===== src/swl_consts.svh =====
`ifndef SWL_CONSTS_SVH
`define SWL_CONSTS_SVH

// ==========================================================
// Register indexes, byte address is four times the index
`define SWL_IDX_PRIMARY 6'h0b
`define SWL_IDX_SECONDARY 6'h0d
`define SWL_IDX_WDOG_MODE 6'h0f
`define SWL_IDX_STATUS 6'h10

// ==========================================================
// Field positions
`define SWL_SRC_LSB 2
`define SWL_SRC_MSB 4
`define SWL_PRI_LEVEL_BIT 5
`define SWL_PRI_FLAG_BIT 7
`define SWL_SEC_LEVEL_BIT 6
`define SWL_WDOG_STOP_BIT 3

// ==========================================================
// Reset values
`define SWL_SRC_RESET 3'h0
`define SWL_LEVEL_RESET 1'h0
`define SWL_WDOG_STOP_RESET 1'h1

// ==========================================================
// Source codes and pin masks over {port3, port2, port0}
`define SWL_SRC_POR_ONLY 3'h0
`define SWL_SRC_NOR_P3 3'h3
`define SWL_SRC_NOR_P3_P0 3'h5
`define SWL_MASK_1 24'h000f00
`define SWL_MASK_2 24'h00ff00
`define SWL_MASK_3 24'h0e0000
`define SWL_MASK_4 24'h0e0000
`define SWL_MASK_5 24'h0e0081
`define SWL_MASK_6 24'h0e0081
`define SWL_MASK_7 24'h0e0700

// ==========================================================
// Power-on sequence timing
`define SWL_POR_TIME_NS 10000
`define SWL_CLK_PERIOD_NS 10
`define SWL_POR_CYCLES (`SWL_POR_TIME_NS / `SWL_CLK_PERIOD_NS)

`endif


===== src/swl_pkg.sv =====
package swl_pkg;

  // ==========================================================
  // Port pin groups
  typedef struct packed {
    logic [7:0] p3;
    logic [7:0] p2;
    logic [7:0] p0;
  } swl_pins_t;

  // ==========================================================
  // Sequencer states
  typedef enum logic [3:0] {
    SWL_RUN = 4'h1,
    SWL_STOP = 4'h2,
    SWL_BROWN = 4'h4,
    SWL_POR = 4'h8
  } swl_state_t;

endpackage


===== src/swl_stop_wake.sv =====
`timescale 1ns/1ps
`include "swl_consts.svh"

module swl_stop_wake #(
  parameter int POR_CYCLES = `SWL_POR_CYCLES
) (
  // Clock and reset
  input wire logic i_ref_clk,
  input wire logic i_reset,
  // Avalon-MM slave
  input wire logic [7:0] i_avs_address,
  input wire logic i_avs_read,
  input wire logic i_avs_write,
  input wire logic [31:0] i_avs_writedata,
  output logic [31:0] o_avs_readdata,
  output logic o_avs_waitrequest,
  // Port pins and their direction
  input wire swl_pkg::swl_pins_t i_pins,
  input wire swl_pkg::swl_pins_t i_pin_is_output,
  // Power and core control
  input wire logic i_vdd_low,
  input wire logic i_stop_req,
  output logic o_in_stop,
  output logic o_wdt_run,
  output logic o_global_reset
);

  // ==========================================================
  // Input synchronisers
  swl_pkg::swl_pins_t pins_meta;
  swl_pkg::swl_pins_t pins_s;
  logic vdd_meta;
  logic vdd_low_s;

  always_ff @(posedge i_ref_clk) begin
    if (i_reset) begin
      pins_meta <= '0;
      pins_s <= '0;
      vdd_meta <= 1'b0;
      vdd_low_s <= 1'b0;
    end else begin
      pins_meta <= i_pins;
      pins_s <= pins_meta;
      vdd_meta <= i_vdd_low;
      vdd_low_s <= vdd_meta;
    end
  end

  // ==========================================================
  // Sequencer
  swl_pkg::swl_state_t state;
  logic [15:0] por_cnt;
  logic wake_p;
  logic wake_s;
  logic reg_rst;

  always_ff @(posedge i_ref_clk) begin
    if (i_reset) begin
      state <= swl_pkg::SWL_POR;
      por_cnt <= 16'(POR_CYCLES - 1);
    end else if (vdd_low_s) begin
      state <= swl_pkg::SWL_BROWN;
    end else begin
      case (state)
        swl_pkg::SWL_BROWN: begin
          state <= swl_pkg::SWL_POR;
          por_cnt <= 16'(POR_CYCLES - 1);
        end
        swl_pkg::SWL_POR: begin
          if (por_cnt == 16'h0000) begin
            state <= swl_pkg::SWL_RUN;
          end else begin
            por_cnt <= por_cnt - 16'h0001;
          end
        end
        swl_pkg::SWL_RUN: begin
          if (i_stop_req) begin
            state <= swl_pkg::SWL_STOP;
          end
        end
        swl_pkg::SWL_STOP: begin
          if (wake_p || wake_s) begin
            state <= swl_pkg::SWL_RUN;
          end
        end
        default: begin
          state <= swl_pkg::SWL_POR;
        end
      endcase
    end
  end

  assign reg_rst = i_reset || (state == swl_pkg::SWL_BROWN) || (state == swl_pkg::SWL_POR);
  assign o_global_reset = (state == swl_pkg::SWL_BROWN) || (state == swl_pkg::SWL_POR);
  assign o_in_stop = (state == swl_pkg::SWL_STOP);

  // ==========================================================
  // Avalon-MM slave, one wait state per access
  logic ack;
  logic req;
  logic acc;
  logic [2:0] src_p;
  logic [2:0] src_s;
  logic level_p;
  logic level_s;
  logic wdog_stop;
  logic wake_flag;

  assign req = i_avs_read || i_avs_write;
  assign acc = req && ack;
  assign o_avs_waitrequest = req && !ack;

  always_ff @(posedge i_ref_clk) begin
    if (i_reset) begin
      ack <= 1'b0;
    end else begin
      ack <= req && !ack;
    end
  end

  always_ff @(posedge i_ref_clk) begin
    if (i_reset) begin
      o_avs_readdata <= 32'h00000000;
    end else if (req && !ack && i_avs_read) begin
      o_avs_readdata <= 32'h00000000;
      if (i_avs_address == {`SWL_IDX_PRIMARY, 2'b00}) begin
        o_avs_readdata[`SWL_PRI_FLAG_BIT] <= wake_flag;
      end else if (i_avs_address == {`SWL_IDX_WDOG_MODE, 2'b00}) begin
        o_avs_readdata[`SWL_WDOG_STOP_BIT] <= wdog_stop;
      end else if (i_avs_address == {`SWL_IDX_STATUS, 2'b00}) begin
        o_avs_readdata[3:0] <= {wake_s, wake_p, o_wdt_run, o_in_stop};
      end
    end
  end

  // ==========================================================
  // Control registers
  always_ff @(posedge i_ref_clk) begin
    if (reg_rst) begin
      src_p <= `SWL_SRC_RESET;
      level_p <= `SWL_LEVEL_RESET;
      src_s <= `SWL_SRC_RESET;
      level_s <= `SWL_LEVEL_RESET;
      wdog_stop <= `SWL_WDOG_STOP_RESET;
    end else if (acc && i_avs_write) begin
      if (i_avs_address == {`SWL_IDX_PRIMARY, 2'b00}) begin
        src_p <= i_avs_writedata[`SWL_SRC_MSB:`SWL_SRC_LSB];
        level_p <= i_avs_writedata[`SWL_PRI_LEVEL_BIT];
      end else if (i_avs_address == {`SWL_IDX_SECONDARY, 2'b00}) begin
        src_s <= i_avs_writedata[`SWL_SRC_MSB:`SWL_SRC_LSB];
        level_s <= i_avs_writedata[`SWL_SEC_LEVEL_BIT];
      end else if (i_avs_address == {`SWL_IDX_WDOG_MODE, 2'b00}) begin
        wdog_stop <= i_avs_writedata[`SWL_WDOG_STOP_BIT];
      end
    end
  end

  // Wake flag: set on recovery, cleared on stop entry, set wins
  always_ff @(posedge i_ref_clk) begin
    if (reg_rst) begin
      wake_flag <= 1'b0;
    end else if (o_in_stop && (wake_p || wake_s)) begin
      wake_flag <= 1'b1;
    end else if (state == swl_pkg::SWL_RUN && i_stop_req) begin
      wake_flag <= 1'b0;
    end
  end

  // ==========================================================
  // Watchdog run control
  assign o_wdt_run = !o_in_stop || wdog_stop;

  // ==========================================================
  // Wake combining logic
  function automatic logic [23:0] swl_mask(input logic [2:0] src);
    case (src)
      3'h1: swl_mask = `SWL_MASK_1;
      3'h2: swl_mask = `SWL_MASK_2;
      3'h3: swl_mask = `SWL_MASK_3;
      3'h4: swl_mask = `SWL_MASK_4;
      3'h5: swl_mask = `SWL_MASK_5;
      3'h6: swl_mask = `SWL_MASK_6;
      3'h7: swl_mask = `SWL_MASK_7;
      default: swl_mask = 24'h000000;
    endcase
  endfunction

  function automatic logic swl_wake(input logic [2:0] src, input logic level,
                                    input logic [23:0] pins, input logic [23:0] dir_out);
    logic [23:0] incl;
    logic comb;
    incl = swl_mask(src) & ~dir_out;
    if (src == `SWL_SRC_NOR_P3 || src == `SWL_SRC_NOR_P3_P0) begin
      comb = ~|(pins & incl);
    end else begin
      comb = ~&(pins | ~incl);
    end
    swl_wake = (src != `SWL_SRC_POR_ONLY) && (|incl) && (comb == level);
  endfunction

  assign wake_p = swl_wake(src_p, level_p, pins_s, i_pin_is_output);
  assign wake_s = swl_wake(src_s, level_s, pins_s, i_pin_is_output);
endmodule


===== config.mk =====
export PLATFORM = sky130hd
export DESIGN_NAME = swl_stop_wake
export DESIGN_NICKNAME = d
export VERILOG_FILES = /design/src/swl_pkg.sv /design/src/swl_stop_wake.sv
export VERILOG_INCLUDE_DIRS = /design/src
export SDC_FILE = /design/constraint.sdc
export NUM_CORES = 1
export LEC_CHECK = 0
export BUFFER_PORTS_ARGS = -buffer_cell sky130_fd_sc_hd__clkbuf_2
export CORE_UTILIZATION = 50
export CTS_CLUSTER_SIZE = 24
export DETAILED_ROUTE_END_ITERATION = 8
export GPL_TIMING_DRIVEN = 1
export PLACE_DENSITY = 0.79
export RECOVER_POWER = 50
export SKIP_LAST_GASP = 1
export SYNTH_ARGS = -nofsm -noshare
export SYNTH_HDL_FRONTEND = slang
export SYNTH_SLANG_ARGS = --single-unit

===== constraint.sdc =====
create_clock -name i_ref_clk -period 6.7 [get_ports i_ref_clk]
set_input_delay 1.34 -clock i_ref_clk [delete_from_list [all_inputs] [get_ports i_ref_clk]]
set_output_delay 1.34 -clock i_ref_clk [all_outputs]
set_load 0.005 [all_outputs]

Yosys cells after proc, flatten, opt, wreduce, memory -nomap -nowiden

Index checks and enable logic that the tools add are counted.

Output and inout port bits: 36
Logic and storage cells: 127
Register bits: 86

Reduce and logical (&&, ||, !) cells: 46
Bitwise operators: 12
Equality and inequality tests: 31
Add/sub/neg operators: 1
Multiplexer cells: 18

Operator list:

| cell                                                                 | number |
|---|---|
| 20-bit one-hot mux with 5 select lines                               | 2 |
| 24-bit bitwise AND                                                   | 4 |
| 24-bit OR reduction                                                  | 4 |
| 24-bit NOT                                                           | 3 |
| 24-bit bitwise OR                                                    | 2 |
| 24-bit AND reduction                                                 | 2 |
| 16-bit one-hot mux with 2 select lines                               | 1 |
| 3-bit == test, second input constant                                 | 8 |
| 8-bit by 6-bit == test with 1-bit output, second input constant      | 3 |
| 4-bit 2-to-1 mux                                                     | 6 |
| 16-bit zero test                                                     | 1 |
| 16-bit 2-to-1 mux                                                    | 1 |
| 16-bit by 1-bit subtractor with 16-bit output, second input constant | 1 |
| 3-bit by 2-bit == test with 1-bit output, second input constant      | 4 |
| 4-bit one-hot mux with 3 select lines                                | 1 |
| 3-bit AND reduction                                                  | 4 |
| 1-bit logical AND                                                    | 10 |
| 2-bit OR reduction                                                   | 5 |
| 8-bit by 7-bit == test with 1-bit output, second input constant      | 1 |
| 1-bit logical OR                                                     | 8 |
| 3-bit by 1-bit == test with 1-bit output, second input constant      | 2 |
| 1-bit zero test                                                      | 6 |
| 1-bit 2-to-1 mux                                                     | 6 |
| 2-bit inequality test, second input constant                         | 3 |
| 14 further kinds                                                     | 20 |

Logic depth before layout (Yosys ltp)

Depth in word-level cells: 15
Gate-level depth with buffers: 9

Worst setup path before layout

Ideal clock, no wire load.

Path type: input-to-output
Start: input port i_avs_write
End: output port o_avs_waitrequest
Buffers on the path: 0
Stages: 2
Setup slack: 3,850 ps
Arrival time: 1,510 ps
Cell sequence: nor2_1 -> nor2_1

Longest elaborated chain between the ends: 2

Ends and longest elaborated chain:

| element           | line                 | source |
|---|---|---|
| from (decl)       | swl_stop_wake.sv:13  | `input wire logic i_avs_write,` |
| 1-bit logical OR  | swl_stop_wake.sv:109 | `assign req = i_avs_read \|\| i_avs_write;` |
| 1-bit logical AND | swl_stop_wake.sv:111 | `assign o_avs_waitrequest = req && !ack;` |
| to (decl)         | swl_stop_wake.sv:16  | `output logic o_avs_waitrequest,` |

No other way between the ends.

Worst setup path after layout

Start: register state[2]
End: output port o_global_reset

Longest elaborated chain between the ends: 2
Elaborated cells on any way between the ends: 3
Classes of those cells: eq/ne: 2; reduce/logical: 1

Ends and longest elaborated chain:

| element                                                                   | line                | source |
|---|---|---|
| from (decl)                                                               | swl_stop_wake.sv:51 | `swl_pkg::swl_state_t state;` |
| from (signal assigned)                                                    | swl_stop_wake.sv:59 | `state <= swl_pkg::SWL_POR;` |
| from (signal assigned)                                                    | swl_stop_wake.sv:62 | `state <= swl_pkg::SWL_BROWN;` |
| from (signal assigned)                                                    | swl_stop_wake.sv:66 | `state <= swl_pkg::SWL_POR;` |
| 4-bit by 3-bit == test with 1-bit output or 4-bit == test (tied branches) | swl_stop_wake.sv:94 | `assign o_global_reset = (state == swl_pkg::SWL_BROWN) \|\| (state == swl_pkg::SWL_POR);` |
| 1-bit logical OR *                                                        | swl_stop_wake.sv:94 |  |
| to (decl)                                                                 | swl_stop_wake.sv:25 | `output logic o_global_reset` |

Mark *: on every way between the ends. The rest lies on a longest branch, timed or not.

==> summary.md <==
| Metric | Value |
|---|---|
| Num Clock Sinks | `64` |
| ANT cells | `0` |
| Synth cell count leaders | `dfxtp_1, nor2b_1, nor2_1` |
| FF-to-FF setup slack | `4.28 ns` |
| VDD IR-drop max | `0.000129 V` |
| Synth top area cells | `dfxtp_1, nor2b_1, buf_4` |
| Setup crit end kind | `output port` |
| Final-report max-slew violation count | `42` |
| Hold_ws | `0.427 ns` |
| Rows | `28` |
| Finished Cell Area | `3580 µm²` |
| CTS resizes | `0` |
| H-tree depth | `3` |
| Cell with the most instances after synthesis | `dfxtp_1` |
| Worst-Skew Late Latency | `0.34 ns` |
| Detailed Place HPWL | `4790 µm` |
| Setup Skew | `0.00810 ns` |
| Die H | `82.0 µm` |
| Startpoint types | `flip-flop` |
| Post-synth top area share | `40.0%` |
| RSZ-0062 raised after global routing | `no` |
| Seq/Total Area, Yosys | `40.0%` |
| Sequential cell area | `1280 µm²` |
| GRT Overall Usage | `20.7%` |
| Global route overflow | `0` |
| Worst-case clock buffer depth | `2` |
| Total I/O pin count | `130` |
| # DRC | `0` |
| Cells after Synth | `371` |
| First-pass GRT wire length | `10400 µm` |
| Leak Pwr | `1.42 nW` |
| Worst-path fanout max | `8` |
| Layout area overhead | `11.8%` |
| Reg-to-reg startpoint | `por_cnt[7]$_SDFFE_PP1P_` |
| Setup Viol. Count Final | `0` |
| Final core utilization | `59.0%` |
| DIE AREA | `6720 µm²` |
| Starting Density | `52.8%` |
| Largest net degree at the start of global routing | `42` |
| Reg clk slew, reported paths | `0.07 ns` |
| WP data required | `5.36 ns` |
| Depth of the worst register-to-register path | `7` |
| P per Cell Area | `212 nW/µm²` |
| Post-Syn Area | `3200 µm²` |
| Drt first pass iters | `5` |
| WS Path Type | `reg -> out` |
| WP data arrival | `1.92 ns` |
| Core area | `6060 µm²` |
| Status | `finished with violations` |
| Starting DRT DRC Count | `196` |
| Crit share post-route | `48.6%` |
| Max_slew headroom | `-9.84%` |
| Nets@finish | `514` |
| Vias in the first global route | `2383` |
| Highest Clock Rate | `0.307 GHz` |
| Drt wl/cell | `12.9 µm` |
| Antenna viol nets, final | `0` |
| Overall die width | `82.0 µm` |
| Average cell area after synthesis | `8.62 µm²` |
| Synth warnings | `0` |
| Hold_buf cts | `0` |
| Total Wirelength | `6460 µm` |
| CTS tree | `done` |
| Initial antenna violation count | `0` |
| Synth cell types | `57` |
| Critical path launch point | `state[2]$_SDFFE_PP0P_` |
| Hold Path Class | `reg -> reg` |
| Setup bufs post-CTS | `0` |
| Port buffer count | `53` |
| EDFF count, synth | `0` |
| Count of final hold-check violations | `0` |
| Max-cap violation count | `1` |
| Worst-Margin Slew | `1.65 ns` |
| Routability cong. | `0.864` |
| Largest area contributor in the netlist | `dfxtp_1` |
| Reg2Reg Capture Point | `por_cnt[10]$_SDFFE_PP0P_` |
| Placed cell area | `3400 µm²` |
| Post-Route Setup TNS | `0 ns` |
| Failing checks | `capacitance limit, slew limit` |
| Number of fill cells in the layout | `540` |
| Ratio of cells with drive above 1 in the final layout | `18.2%` |
| Vias/cell | `5.28` |
| Via count | `2637` |
| CTS root buffer | `clkbuf_8` |
| Fraction of registers with async set/reset | `0%` |
| Worst setup path endpoint | `o_global_reset` |
| Period minus WS final | `3.26 ns` |
| Cts bufs inserted | `9` |
| Multi-input gate area | `1730 µm²` |
| Most used DFF post-synth | `dfxtp_1` |
| Number of synthesized register bits | `64` |
## final cells by class
| class | count | area share, % |
|---|---|---|
| Clock inverter | 2 | 0.350 |
| Sequential cell | 64 | 35.8 |
| Tap cell | 75 | 2.62 |
| Clock buffer | 14 | 4.83 |
| Timing Repair Buffer | 53 | 7.28 |
| Multi-Input combinational cell | 284 | 48.4 |
| Inverter | 7 | 0.735 |
## per-layer routing
layer	vias up	GRT usage, %	share of wire [%]
met4	0	12.5	2.1
met3	11	4.11	5.4
li1	1353	-	-
met5	-	0	0
met2	94	33.7	47
met1	1179	25.0	45
## cells in the final DEF (no fill, tap or decap), types with 3 or more instances in the layout
cell type	n
a211oi_1	4
nor2_1	35
inv_1	7
xor2_1	8
nand2_1	18
nand2b_1	10
nand3_1	13
conb_1	27
dfxtp_1	64
nor4_1	3
or3_1	4
clkbuf_1	6
a31oi_1	6
clkbuf_2	49
and3_1	3
or2_2	5
nor3_1	18
xnor2_1	8
mux2i_1	10
a21oi_1	9
o21ai_0	8
nor2b_1	36
clkbuf_8	12
o22ai_1	9
a22oi_1	3
o211ai_1	4
## critical path: stages, from the launching register on
cell      delay, ns
dfxtp_1        0.44
nor2b_1        0.45
nor2b_1        0.09
nor3_1         0.41
clkbuf_2       0.20
## report_power, final
| group | switching [mW] | internal (mW) | total [mW] | leakage (nW) |
|---|---|---|---|---|
| sequential | 0.00583 | 0.392 | 0.397 | 0.523 |
| combinational | 0.0315 | 0.0238 | 0.0553 | 0.806 |
| clock | 0.140 | 0.164 | 0.305 | 0.0927 |
## sequential cells by signal, summed over array words and instances (netlist names)
name,flops
por_cnt,16
pins_meta,13
pins_s,13
o_avs_readdata,5
state,4
src_p,3
src_s,3
ack,1
level_p,1
level_s,1
vdd_low_s,1
vdd_meta,1
wake_flag,1
wdog_stop,1
## kinds of logic after synthesis
| group | share of synthesized area, % |
|---|---|
| other | 0.117 |
| AO/OA/AOI/OAI | 16.0 |
| multiplexers | 3.13 |
| flip-flops | 40.0 |
| AND/OR/NAND/NOR | 27.0 |
| XOR/XNOR | 4.38 |
| buffers and inverters | 8.96 |
| adder cells (fa/ha/maj) | 0.391 |
## per-stage QoR
stage                     power, mW  setup WS [ns]  instances
after detailed placement      0.461           3.46        483
after global routing          0.790           3.24        499
final                         0.757           3.44        499
after CTS                     0.766           3.41        499
after global placement        0.459           3.47        483
after floorplan               0.447           3.85        397
## worst min-delay path by stage
stage,slack (ns),cells after the start,endpoint,from
floorplan,0.41,1,pins_s[0]$_SDFF_PP0_,pins_meta[0]$_SDFF_PP0_
CTS,0.43,1,pins_s[8]$_SDFF_PP0_,pins_meta[8]$_SDFF_PP0_
finish,0.43,1,pins_s[8]$_SDFF_PP0_,pins_meta[8]$_SDFF_PP0_
detailed placement,0.42,1,pins_s[8]$_SDFF_PP0_,pins_meta[8]$_SDFF_PP0_
global placement,0.42,1,pins_s[0]$_SDFF_PP0_,pins_meta[0]$_SDFF_PP0_
global route,0.45,1,pins_s[8]$_SDFF_PP0_,pins_meta[8]$_SDFF_PP0_
No activity file was read; power rests on OpenSTA's default activity.
